File: src/design/spc_pkg.sv
package spc_pkg;

    // ************************************************************
    // Clock and time base
    // ************************************************************
    localparam int CLK_HZ = 50_000_000;
    localparam int TICK_MS = 1;
    localparam int TICK_CYCLES = CLK_HZ / 1000 * TICK_MS;
    localparam logic [9:0] MS_PER_S = 10'h3e8;

    // ************************************************************
    // Setting limits and reset values
    // ************************************************************
    localparam logic [11:0] SPEED_MIN = 12'h046;
    localparam logic [11:0] SPEED_MAX = 12'h7d0;
    localparam logic [11:0] SPEED_STEP = 12'h00a;
    localparam logic [11:0] SPEED_DROP = 12'h064;
    localparam logic [11:0] SPEED_RST = 12'h15e;
    localparam logic [7:0] INTV_MAX = 8'hf0;
    localparam logic [7:0] INTV_MIN_ON = 8'h06;
    localparam logic [7:0] INTV_STEP = 8'h02;
    localparam logic [7:0] INTV_RST = 8'h00;
    localparam logic [1:0] POWER_RST = 2'h1;
    localparam logic [1:0] ACCEL_RST = 2'h1;

    // ************************************************************
    // Timing in milliseconds
    // ************************************************************
    localparam logic [12:0] DISP_TIMEOUT_MS = 13'h1388;
    localparam logic [12:0] HALT_MS = 13'h01f4;
    localparam logic [12:0] QS_WINDOW_MS = 13'h03e8;
    localparam logic [9:0] REP_DELAY_MS = 10'h1f4;
    localparam logic [9:0] REP_START_MS = 10'h0c8;
    localparam logic [9:0] REP_FAST_MS = 10'h028;
    localparam logic [9:0] REP_DEC_MS = 10'h014;

    // ************************************************************
    // Register offsets and fields
    // ************************************************************
    localparam logic [2:0] REG_STATUS = 3'h0;
    localparam logic [2:0] REG_SPEED = 3'h1;
    localparam logic [2:0] REG_RAMP = 3'h2;
    localparam logic [2:0] REG_SETTINGS = 3'h3;
    localparam int ST_RUN_BIT = 0;
    localparam int ST_RAMP_BIT = 1;
    localparam int ST_VIEW_LSB = 2;
    localparam int ST_RETRY_LSB = 8;
    localparam int SET_POWER_LSB = 0;
    localparam int SET_ACCEL_LSB = 2;
    localparam int SET_INTV_LSB = 8;

    // ************************************************************
    // Retained setting word layout
    // ************************************************************
    localparam int NV_W = 25;
    localparam int NV_SPEED_LSB = 0;
    localparam int NV_POWER_LSB = 12;
    localparam int NV_ACCEL_LSB = 14;
    localparam int NV_INTV_LSB = 16;
    localparam int NV_RUN_BIT = 24;

    typedef enum logic [1:0] {
        ST_OFF, ST_HALT, ST_RAMP, ST_RUN
    } spc_state_type;

    typedef enum logic [1:0] {
        V_SPEED, V_POWER, V_INTERVAL, V_ACCEL
    } spc_view_type;

    function automatic logic [7:0] accel_sec(input logic [1:0] idx);
        unique case (idx)
            2'h0: accel_sec = 8'h14;
            2'h1: accel_sec = 8'h1e;
            2'h2: accel_sec = 8'h3c;
            2'h3: accel_sec = 8'h78;
        endcase
    endfunction

    function automatic logic [7:0] power_watts(input logic [1:0] idx);
        power_watts = {4'h0, idx, 2'h0} + {5'h00, idx, 1'h0} + 8'h05
                      - {6'h00, idx};
    endfunction

endpackage

File: src/design/spc_key.sv
`timescale 1ns/1ps
module spc_key
    import spc_pkg::*;
#(
    parameter bit REPEAT = 1'b1
) (
    // Clock and reset
    input wire logic mclk,
    input wire logic rst,
    input wire logic tick_ms,
    // Key level
    input wire logic key,
    // Key events
    output logic press,
    output logic step,
    output logic held
);

    logic key_d_r;
    logic [9:0] cnt_r;
    logic [9:0] period_r;
    logic fire;

    assign held = key_d_r;
    assign fire = REPEAT && key_d_r && tick_ms && cnt_r == 10'h001;

    always_ff @(posedge mclk) begin
        if (rst) begin
            key_d_r <= 1'b0;
            press <= 1'b0;
            step <= 1'b0;
        end else begin
            key_d_r <= key;
            press <= key & ~key_d_r;
            step <= (key & ~key_d_r) | fire;
        end
    end

    // Repeat gap shrinks with every repeat, down to REP_FAST_MS, while the key stays down.
    always_ff @(posedge mclk) begin
        if (rst) begin
            cnt_r <= 10'h000;
            period_r <= REP_START_MS;
        end else if (key & ~key_d_r) begin
            cnt_r <= REP_DELAY_MS;
            period_r <= REP_START_MS;
        end else if (fire) begin
            cnt_r <= period_r;
            if (period_r > REP_FAST_MS + REP_DEC_MS) begin
                period_r <= period_r - REP_DEC_MS;
            end else begin
                period_r <= REP_FAST_MS;
            end
        end else if (key_d_r && tick_ms && cnt_r != 10'h000) begin
            cnt_r <= cnt_r - 10'h001;
        end
    end

endmodule

File: src/design/spc_top.sv
// Functional notes
// Power key press toggles running and off; display dark when off.
// Running display shows present speed with no letter.
// Display stays unlit throughout the off state.
// Settings and run state are saved and restored after power loss.
// Speed ramps up after switch-on; right dot lit during ramp.
// Minus and plus step speed by ten within seventy to two thousand.
// Held minus or plus repeats the step at increasing rate.
// Running, minus held plus two power presses sets seventy rpm.
// Running, plus held plus two power presses sets two thousand rpm.
// Mode presses step through power, interval, acceleration views.
// Power takes four levels 5, 10, 15, 20 W, adjacent steps.
// Five seconds after last shown, display returns to speed.
// Another mode press ends the current adjustment at once.
// Interval 0 to 240 s in steps of two; zero disables it.
// Non-zero interval restarts the stirring cycle after each interval.
// Interval shows 6 s shortest active and 240 s longest.
// Acceleration selects 20, 30, 60 or 120 s with minus and plus.
// Acceleration time spans switch-on to full speed, sets ramp rate.
// Bar loss during ramp stops motor, drops setpoint 100, restarts.
// Stop, reduce, restart repeats until ramp completes.
// Decoupling monitor is always active, no way to disable.
// Minus and plus saturate at each setting's limits.
//
// The register offsets and the strobed register port were chosen for this implementation.
`timescale 1ns/1ps
module spc_top
    import spc_pkg::*;
#(
    parameter int TICK_CYCLES_P = TICK_CYCLES
) (
    // Clock and reset
    input wire logic mclk,
    input wire logic rst,
    // Operator keys
    input wire logic key_power,
    input wire logic key_mode,
    input wire logic key_minus,
    input wire logic key_plus,
    // Display
    output logic disp_on,
    output logic [1:0] disp_letter,
    output logic [11:0] disp_value,
    output logic disp_dot,
    // Motor drive
    input wire logic bar_lost,
    output logic motor_run,
    output logic [11:0] motor_setpoint,
    output logic [7:0] motor_power_w,
    // Setting retention store
    input wire logic nv_valid,
    input wire logic [NV_W-1:0] nv_data_in,
    output logic nv_save,
    output logic [NV_W-1:0] nv_data_out,
    // Register port
    input wire logic [2:0] reg_addr,
    input wire logic [15:0] reg_wdata,
    input wire logic reg_wr,
    input wire logic reg_rd,
    output logic [15:0] reg_rdata
);

    // ************************************************************
    // Time base
    // ************************************************************
    logic [15:0] div_r;
    logic tick_ms;

    always_ff @(posedge mclk) begin
        if (rst) begin
            div_r <= 16'h0000;
            tick_ms <= 1'b0;
        end else if (div_r == 16'(TICK_CYCLES_P - 1)) begin
            div_r <= 16'h0000;
            tick_ms <= 1'b1;
        end else begin
            div_r <= div_r + 16'h0001;
            tick_ms <= 1'b0;
        end
    end

    // ************************************************************
    // Keys
    // ************************************************************
    logic pwr_press, mode_press, minus_step, plus_step;
    logic minus_held, plus_held;

    spc_key #(.REPEAT(1'b0)) u_key_power (
        .mclk(mclk), .rst(rst), .tick_ms(tick_ms), .key(key_power),
        .press(pwr_press), .step(), .held()
    );
    spc_key #(.REPEAT(1'b0)) u_key_mode (
        .mclk(mclk), .rst(rst), .tick_ms(tick_ms), .key(key_mode),
        .press(mode_press), .step(), .held()
    );
    spc_key #(.REPEAT(1'b1)) u_key_minus (
        .mclk(mclk), .rst(rst), .tick_ms(tick_ms), .key(key_minus),
        .press(), .step(minus_step), .held(minus_held)
    );
    spc_key #(.REPEAT(1'b1)) u_key_plus (
        .mclk(mclk), .rst(rst), .tick_ms(tick_ms), .key(key_plus),
        .press(), .step(plus_step), .held(plus_held)
    );

    // ************************************************************
    // Control state
    // ************************************************************
    spc_state_type state_r;
    spc_view_type view_r;
    logic boot_r;
    logic [11:0] speed_r;
    logic [1:0] power_r;
    logic [1:0] accel_r;
    logic [7:0] intv_r;
    logic [11:0] ramp_r;
    logic [16:0] acc_r;
    logic [12:0] halt_r;
    logic [17:0] intv_cnt_r;
    logic [12:0] view_cnt_r;
    logic [12:0] qs_cnt_r;
    logic qs_armed_r;
    logic [7:0] retry_r;
    logic running, qs_ctx, toggle, qs_fire, restore, lost, intv_end;
    logic adj_speed, adj_other;
    logic [16:0] accel_ms;
    logic [NV_W-1:0] nv_pack;

    assign running = state_r != ST_OFF;
    assign restore = boot_r & nv_valid;
    assign qs_ctx = running & (minus_held | plus_held);
    assign toggle = pwr_press & ~qs_ctx;
    assign qs_fire = qs_ctx & pwr_press & qs_armed_r;
    assign lost = state_r == ST_RAMP && bar_lost;
    assign accel_ms = 17'(accel_sec(accel_r)) * 17'(MS_PER_S);
    assign intv_end = intv_r != 8'h00
                      && intv_cnt_r >= 18'(intv_r) * 18'(MS_PER_S);
    assign adj_speed = running && view_r == V_SPEED;
    assign adj_other = running && view_r != V_SPEED;

    always_ff @(posedge mclk) begin
        if (rst) begin
            boot_r <= 1'b1;
        end else begin
            boot_r <= 1'b0;
        end
    end

    // ************************************************************
    // Run state machine
    // ************************************************************
    always_ff @(posedge mclk) begin
        if (rst) begin
            state_r <= ST_OFF;
            halt_r <= 13'h0000;
        end else if (restore) begin
            state_r <= nv_data_in[NV_RUN_BIT] ? ST_RAMP : ST_OFF;
        end else if (toggle) begin
            state_r <= running ? ST_OFF : ST_RAMP;
        end else begin
            unique case (state_r)
                ST_OFF: begin
                    halt_r <= 13'h0000;
                end
                ST_HALT: begin
                    if (tick_ms) begin
                        if (halt_r >= HALT_MS) begin
                            state_r <= ST_RAMP;
                        end else begin
                            halt_r <= halt_r + 13'h0001;
                        end
                    end
                end
                ST_RAMP: begin
                    if (lost || intv_end) begin
                        state_r <= ST_HALT;
                        halt_r <= 13'h0000;
                    end else if (ramp_r >= speed_r) begin
                        state_r <= ST_RUN;
                    end
                end
                ST_RUN: begin
                    if (intv_end) begin
                        state_r <= ST_HALT;
                        halt_r <= 13'h0000;
                    end
                end
            endcase
        end
    end

    // ************************************************************
    // Ramp generator
    // ************************************************************
    always_ff @(posedge mclk) begin
        if (rst) begin
            ramp_r <= 12'h000;
            acc_r <= 17'h00000;
        end else if (state_r == ST_RAMP) begin
            if (ramp_r >= speed_r) begin
                ramp_r <= speed_r;
            end else if (tick_ms) begin
                if (acc_r + 17'(SPEED_MAX) >= accel_ms) begin
                    acc_r <= acc_r + 17'(SPEED_MAX) - accel_ms;
                    ramp_r <= ramp_r + 12'h001;
                end else begin
                    acc_r <= acc_r + 17'(SPEED_MAX);
                end
            end
        end else if (state_r == ST_RUN) begin
            ramp_r <= speed_r;
        end else begin
            ramp_r <= 12'h000;
            acc_r <= 17'h00000;
        end
    end

    // ************************************************************
    // Interval timer
    // ************************************************************
    always_ff @(posedge mclk) begin
        if (rst) begin
            intv_cnt_r <= 18'h00000;
        end else if (state_r == ST_RAMP || state_r == ST_RUN) begin
            if (intv_end) begin
                intv_cnt_r <= 18'h00000;
            end else if (tick_ms) begin
                intv_cnt_r <= intv_cnt_r + 18'h00001;
            end
        end else begin
            intv_cnt_r <= 18'h00000;
        end
    end

    // ************************************************************
    // Quick set
    // ************************************************************
    always_ff @(posedge mclk) begin
        if (rst) begin
            qs_armed_r <= 1'b0;
            qs_cnt_r <= 13'h0000;
        end else if (!qs_ctx || qs_fire) begin
            qs_armed_r <= 1'b0;
        end else if (pwr_press) begin
            qs_armed_r <= 1'b1;
            qs_cnt_r <= QS_WINDOW_MS;
        end else if (tick_ms && qs_armed_r) begin
            if (qs_cnt_r == 13'h0000) begin
                qs_armed_r <= 1'b0;
            end else begin
                qs_cnt_r <= qs_cnt_r - 13'h0001;
            end
        end
    end

    // ************************************************************
    // Speed setpoint
    // ************************************************************
    always_ff @(posedge mclk) begin
        if (rst) begin
            speed_r <= SPEED_RST;
            retry_r <= 8'h00;
        end else if (restore) begin
            speed_r <= nv_data_in[NV_SPEED_LSB +: 12];
        end else if (lost) begin
            retry_r <= retry_r + 8'h01;
            if (speed_r >= SPEED_MIN + SPEED_DROP) begin
                speed_r <= speed_r - SPEED_DROP;
            end else begin
                speed_r <= SPEED_MIN;
            end
        end else if (reg_wr && reg_addr == REG_SPEED) begin
            if (reg_wdata[11:0] < SPEED_MIN) begin
                speed_r <= SPEED_MIN;
            end else if (reg_wdata[11:0] > SPEED_MAX) begin
                speed_r <= SPEED_MAX;
            end else begin
                speed_r <= reg_wdata[11:0];
            end
        end else if (qs_fire) begin
            speed_r <= minus_held ? SPEED_MIN : SPEED_MAX;
        end else if (adj_speed && minus_step) begin
            if (speed_r >= SPEED_MIN + SPEED_STEP) begin
                speed_r <= speed_r - SPEED_STEP;
            end else begin
                speed_r <= SPEED_MIN;
            end
        end else if (adj_speed && plus_step) begin
            if (speed_r + SPEED_STEP <= SPEED_MAX) begin
                speed_r <= speed_r + SPEED_STEP;
            end else begin
                speed_r <= SPEED_MAX;
            end
        end
    end

    // ************************************************************
    // Power, interval and acceleration settings
    // ************************************************************
    always_ff @(posedge mclk) begin
        if (rst) begin
            power_r <= POWER_RST;
            accel_r <= ACCEL_RST;
            intv_r <= INTV_RST;
        end else if (restore) begin
            power_r <= nv_data_in[NV_POWER_LSB +: 2];
            accel_r <= nv_data_in[NV_ACCEL_LSB +: 2];
            intv_r <= nv_data_in[NV_INTV_LSB +: 8];
        end else if (adj_other && (minus_step || plus_step)) begin
            unique case (view_r)
                V_POWER: begin
                    if (minus_step && power_r != 2'h0) begin
                        power_r <= power_r - 2'h1;
                    end else if (plus_step && power_r != 2'h3) begin
                        power_r <= power_r + 2'h1;
                    end
                end
                V_ACCEL: begin
                    if (minus_step && accel_r != 2'h0) begin
                        accel_r <= accel_r - 2'h1;
                    end else if (plus_step && accel_r != 2'h3) begin
                        accel_r <= accel_r + 2'h1;
                    end
                end
                V_INTERVAL: begin
                    if (minus_step) begin
                        if (intv_r <= INTV_MIN_ON) begin
                            intv_r <= 8'h00;
                        end else begin
                            intv_r <= intv_r - INTV_STEP;
                        end
                    end else if (intv_r == 8'h00) begin
                        intv_r <= INTV_MIN_ON;
                    end else if (intv_r < INTV_MAX) begin
                        intv_r <= intv_r + INTV_STEP;
                    end
                end
                V_SPEED: begin
                end
            endcase
        end
    end

    // ************************************************************
    // Display view selection
    // ************************************************************
    always_ff @(posedge mclk) begin
        if (rst) begin
            view_r <= V_SPEED;
            view_cnt_r <= 13'h0000;
        end else if (!running) begin
            view_r <= V_SPEED;
        end else if (mode_press) begin
            view_cnt_r <= 13'h0000;
            unique case (view_r)
                V_SPEED: view_r <= V_POWER;
                V_POWER: view_r <= V_INTERVAL;
                V_INTERVAL: view_r <= V_ACCEL;
                V_ACCEL: view_r <= V_SPEED;
            endcase
        end else if (adj_other && (minus_step || plus_step)) begin
            view_cnt_r <= 13'h0000;
        end else if (adj_other && tick_ms) begin
            if (view_cnt_r >= DISP_TIMEOUT_MS - 13'h0001) begin
                view_r <= V_SPEED;
            end else begin
                view_cnt_r <= view_cnt_r + 13'h0001;
            end
        end
    end

    // ************************************************************
    // Display and motor outputs
    // ************************************************************
    always_ff @(posedge mclk) begin
        if (rst) begin
            disp_on <= 1'b0;
            disp_letter <= 2'h0;
            disp_value <= 12'h000;
            disp_dot <= 1'b0;
            motor_run <= 1'b0;
            motor_setpoint <= 12'h000;
            motor_power_w <= 8'h00;
        end else begin
            disp_on <= running;
            disp_letter <= view_r;
            disp_dot <= state_r == ST_RAMP;
            motor_run <= state_r == ST_RAMP || state_r == ST_RUN;
            motor_setpoint <= ramp_r;
            motor_power_w <= power_watts(power_r);
            unique case (view_r)
                V_SPEED: disp_value <= speed_r;
                V_POWER: disp_value <= {4'h0, power_watts(power_r)};
                V_INTERVAL: disp_value <= {4'h0, intv_r};
                V_ACCEL: disp_value <= {4'h0, accel_sec(accel_r)};
            endcase
        end
    end

    // ************************************************************
    // Setting retention
    // ************************************************************
    assign nv_pack = {running, intv_r, accel_r, power_r, speed_r};

    always_ff @(posedge mclk) begin
        if (rst) begin
            nv_save <= 1'b0;
            nv_data_out <= {NV_W{1'b0}};
        end else if (boot_r) begin
            nv_save <= 1'b0;
            nv_data_out <= nv_valid ? nv_data_in : nv_data_out;
        end else begin
            nv_save <= nv_pack != nv_data_out;
            nv_data_out <= nv_pack;
        end
    end

    // ************************************************************
    // Register port
    // ************************************************************
    always_ff @(posedge mclk) begin
        if (rst) begin
            reg_rdata <= 16'h0000;
        end else if (reg_rd) begin
            unique case (reg_addr)
                REG_STATUS: reg_rdata <= {retry_r, 4'h0, view_r,
                                          state_r == ST_RAMP, running};
                REG_SPEED: reg_rdata <= {4'h0, speed_r};
                REG_RAMP: reg_rdata <= {4'h0, ramp_r};
                REG_SETTINGS: reg_rdata <= {intv_r, 4'h0, accel_r, power_r};
                default: reg_rdata <= 16'h0000;
            endcase
        end else begin
            reg_rdata <= 16'h0000;
        end
    end

endmodule
File: config.mk
export PLATFORM = sky130hd
export DESIGN_NAME = spc_top
export DESIGN_NICKNAME = d
export VERILOG_FILES = /design/src/design/spc_pkg.sv /design/src/design/spc_key.sv /design/src/design/spc_top.sv
export SDC_FILE = /design/constraint.sdc
export NUM_CORES = 1
export LEC_CHECK = 0
export CAP_MARGIN = 20
export CORE_ASPECT_RATIO = 1.25
export CORE_UTILIZATION = 55
export CTS_CLUSTER_SIZE = 24
export DETAILED_ROUTE_END_ITERATION = 10
export DONT_BUFFER_PORTS = 1
export HOLD_SLACK_MARGIN = 0.06
export PLACE_DENSITY = 0.75
export SYNTH_ARGS = -nofsm -noshare
export SYNTH_HDL_FRONTEND = slang
export SYNTH_SLANG_ARGS = --single-unit
File: constraint.sdc
create_clock -name mclk -period 5.3 [get_ports mclk]
set_clock_uncertainty 0.05 [all_clocks]
set_input_delay 0 -clock mclk [delete_from_list [all_inputs] [get_ports mclk]]
set_output_delay 0 -clock mclk [all_outputs]
set_load 0.01 [all_outputs]
==> results.txt <==
The run finished, with violations left. The final reports fail on negative setup slack. Across the whole layout, storage elements account for 5140 µm². The path category of the worst min-delay check is in -> reg. At the end of routability-driven placement, the weighted congestion stood at 1.03.

The largest net degree at the start of global routing is 137. Setup repair after global routing could not meet its margin everywhere. The total die area came out at 31000 µm². The share of cells above drive strength 1 is 0.100. The multi-input combinational cells in the finished layout cover a total of 11100 µm².

The slew at the pin closest to its max-slew limit came out at 1040 ps. The x dimension of the die is 158 µm. Once layout is done, the placed cells without fillers occupy 20100 µm². The largest single stage delay on the critical path is 550 ps. The reported leakage power came out at 8.00 nW.

In this run the number of H-tree levels came out at 1. The standard-cell row count is 70. Max-cap violations in this run came to 0. TritonCTS built the clock tree. The worst setup path is of the reg -> reg kind. The tree built by TritonCTS fans out to 256 sinks. The finished layout holds 2579 standard cells, fillers aside. The number of antenna violations at the first check in global routing came out at 0. The worst-case clock buffer depth came out at 3. The worst-path maximum fanout came out at 7. The worst setup slack for register-to-register paths came out at -90 ps. The count of nets left with antenna violations once routing finished came out at 0. The mean post-synth cell area came out at 8.28 µm².

For this block, the routed nets add up to 53.3 mm of wire. The fill cell total of the finished layout is 2315. The startpoint type of the worst setup path is a flip-flop. In the global route stage, overall resource usage came out at 0.339. The violation count after the first detailed-routing iteration is 1417. The required time reported for the critical path endpoint came out at 5750 ps. The area added between synthesis and finish came out at 20.7%. The slowest stage cell on the critical path is fa_1. Prior to clock tree synthesis, the placed netlist has a worst setup slack of -207 ps. In the final routed layout, each cell accounts on average for 20.7 µm. The worst slew margin relative to its limit came out at 0.301. The starting utilization of the core area is 0.565. The proportion of register bits with asynchronous set or reset after synthesis came out at 0.

After detailed routing, the number of vias per cell comes to 6.25. Summing all placed instances gives a cell area of 17100 µm². The estimated wirelength of the detail-placed design is 35.8 mm. The floorplan step set the die height to 197 µm. The number of placed instances, taps included, is 2361. The number of enable-type register cells in the synthesized netlist is 0. The worst hold path terminates at u_key_power.held. The final critical-path setup slack is -88.2 ps. The count of pins over their slew limit came to 0. In this run the most critical hold path is launched from key_power.

The total power per unit cell area came out at 268 nW/µm². The worst reg2reg path depth is 23. The number of buffers inserted during clock tree synthesis came out at 27.

The dominant register cell in the synthesized netlist is dfxtp_1. The post-layout utilization of the core is 0.682. Counting instances, the worst hold path has a depth of 2. The clock slew at the register clock pins of the worst setup and hold paths came out at 60 ps.

The detailed-route via count came out at 16100. The kind of capture point of the worst setup path is a flip-flop. The number of endpoints failing setup at the final stage is 25.

In this run, distinct cell masters in the synthesized netlist total 93. The core region area is 29500 µm². The post-synthesis instance total came out at 2014.

The minimum period implied by the final worst setup slack came out at 5390 ps. The post-route clock period utilization came out at 1.02. The launch point of the worst reg-to-reg path is intv_r[2]. The first global-routing pass estimated 83.0 mm of wire.

The root buffer cell is clkbuf_16. The register bit count reported by yosys came out at 256. The share of the Yosys chip area taken by registers is 0.307. The count of warnings emitted by yosys came out at 0. The first-pass iteration count of the detailed router is 6. The sum of overflow across all layers after global routing is 0.

The highest clock frequency the design can meet came out at 186 MHz. The final number of hold-violating endpoints came out at 0. The cell area after synthesis is 16700 µm². The count of buffers added on input and output ports is 0. The via count of the first global-routing pass came out at 15900. The worst register-to-register path ends at halt_r[1]. The maximum vdd ir drop came out at 214 µV. For the worst setup path, the data arrival time is 5840 ps. The number of remaining DRC errors is 0.

The latest clock arrival within the worst-skew pair is 570 ps. Walking the worst path, the cells encountered are fa_1, inv_1, fa_1, fa_1, fa_1, inv_2, ha_4, a21boi_2, o21ai_2, buf_4, buf_4, buf_4, nand2_1, xnor2_1, ha_1, nand2_2, o211ai_1, a41o_1, o211ai_1, buf_4, nand2_4, a21o_4, a21oi_2. On the final layout, the worst hold slack is 73.6 ps. In the final design database the tool counted 2366 nets. During I/O placement, the number of pins put on the boundary was 133.
cell type report:
type	count	share of cell area
sequential	256	0.256
timing repair buffer	206	0.0990
clock buffer	36	0.0387
multi-input combinational	1552	0.552
tap	396	0.0246
inverter	118	0.0221
antenna	1	0.000124
clock inverter	14	0.00746
report_power, final:
group	internal [mW]	total (mW)	switching (mW)
Clock	1.14	1.98	0.842
Sequential	2.00	2.12	0.118
Combinational	0.552	1.29	0.742
Total	3.69	5.39	1.70
worst max-delay path, delay by kind of cell, from the launching register on:
| kind | cells | cell delay (ps) |
|---|---|---|
| adder cells (fa/ha/maj) | 6 | 2600 |
| AO/OA/AOI/OAI | 7 | 1280 |
| buffers and inverters | 6 | 650 |
| flip-flops | 1 | 370 |
| AND/OR/NAND/NOR | 3 | 250 |
| XOR/XNOR | 1 | 140 |
worst max path at each step:
stage | from | endpoint | slack [ps] | cells after the start
after global routing | intv_r[2] | halt_r[3] | -330 | 24
after global placement | intv_r[1] | halt_r[1] | -70 | 23
after detailed placement | intv_r[1] | halt_r[1] | -210 | 21
after floorplan | intv_r[1] | halt_r[6] | 8 | 23
after CTS | intv_r[0] | halt_r[3] | 0.3 | 24
final | intv_r[2] | halt_r[1] | -90 | 23
layout by cell type (no fill, tap or decap), types with 21 or more instances in the layout:
cell type      instances
xor2_1                62
nand4_1               31
nor2b_1               33
nand3_1               51
a21oi_1              116
nor3_1                58
nand2_1              153
xnor2_1               97
ha_1                 124
dlygate4sd3_1        149
inv_1                111
buf_4                 50
clkbuf_16             29
dfxtp_1              248
fa_1                  21
mux2i_1               39
a31oi_1               22
a211oi_1              43
nor2_1               218
o21ai_0               78
cells in the mapped netlist (20+ instances only):
cell type | n | area, µm²
o21ai_0 | 85 | 425
xnor2_1 | 98 | 858
ha_1 | 130 | 1630
a31oi_1 | 23 | 144
a21oi_1 | 123 | 616
fa_1 | 21 | 420
nor2_1 | 235 | 882
inv_1 | 117 | 439
nand3_1 | 51 | 255
a211oi_1 | 46 | 345
nand2b_1 | 20 | 125
mux2i_1 | 39 | 390
nand2_1 | 156 | 586
clkbuf_1 | 57 | 214
nor2b_1 | 34 | 213
nand4_1 | 31 | 194
xor2_1 | 62 | 543
dfxtp_1 | 256 | 5120
nor3_1 | 60 | 300
through the flow:
step / setup TNS [ps] / total power [mW]
global route: -8130 / 5.59
global placement: -545 / 3.15
detailed placement: -2000 / 3.17
finish: -1000 / 5.39
CTS: 0 / 5.31
floorplan: 0 / 2.89
kinds of logic (layout without fill, tap and decap cells):
| group | count (synthesis) | in the layout | synth area share |
|---|---|---|---|
| AOI/OAI and AO/OA | 480 | 481 | 0.196 |
| xor gates and xnor gates | 160 | 160 | 0.0841 |
| adders and majority gates | 151 | 151 | 0.123 |
| buffers and inverters | 209 | 374 | 0.0489 |
| DFF | 256 | 256 | 0.307 |
| muxes | 46 | 46 | 0.0329 |
| other | 1 | 4 | 0.000225 |
| and+or+nand+nor | 711 | 711 | 0.207 |
metal layers:
| layer | routed length [µm] | vias up | GRT usage |
|---|---|---|---|
| li1 | - | 7502 | - |
| met1 | 19800 | 7587 | 0.393 |
| met2 | 25100 | 814 | 0.564 |
| met3 | 5020 | 213 | 0.0778 |
| met4 | 3340 | 0 | 0.203 |
| met5 | 0 | - | 0 |
sequential cells by signal, summed over array words and instances, names as in the netlist, 10 cells and up:
| register | cells |
|---|---|
| acc_r | 13 |
| disp_value | 12 |
| div_r | 16 |
| halt_r | 13 |
| intv_cnt_r | 18 |
| motor_setpoint | 12 |
| nv_data_out | 25 |
| qs_cnt_r | 13 |
| ramp_r | 12 |
| reg_rdata | 16 |
| speed_r | 12 |
| u_key_minus.cnt_r | 10 |
| u_key_plus.cnt_r | 10 |
| view_cnt_r | 13 |
repair_timing:
action                                  CTS  global route
gates cloned                              1             3
hold buffers                            150             0
endpoints found under the setup margin   33            33
buffers inserted                         10             3
hold endpoints to repair                238             0
resized for setup                        27            59
pin swaps                                31            41
Power figures use the tool's default switching activity.
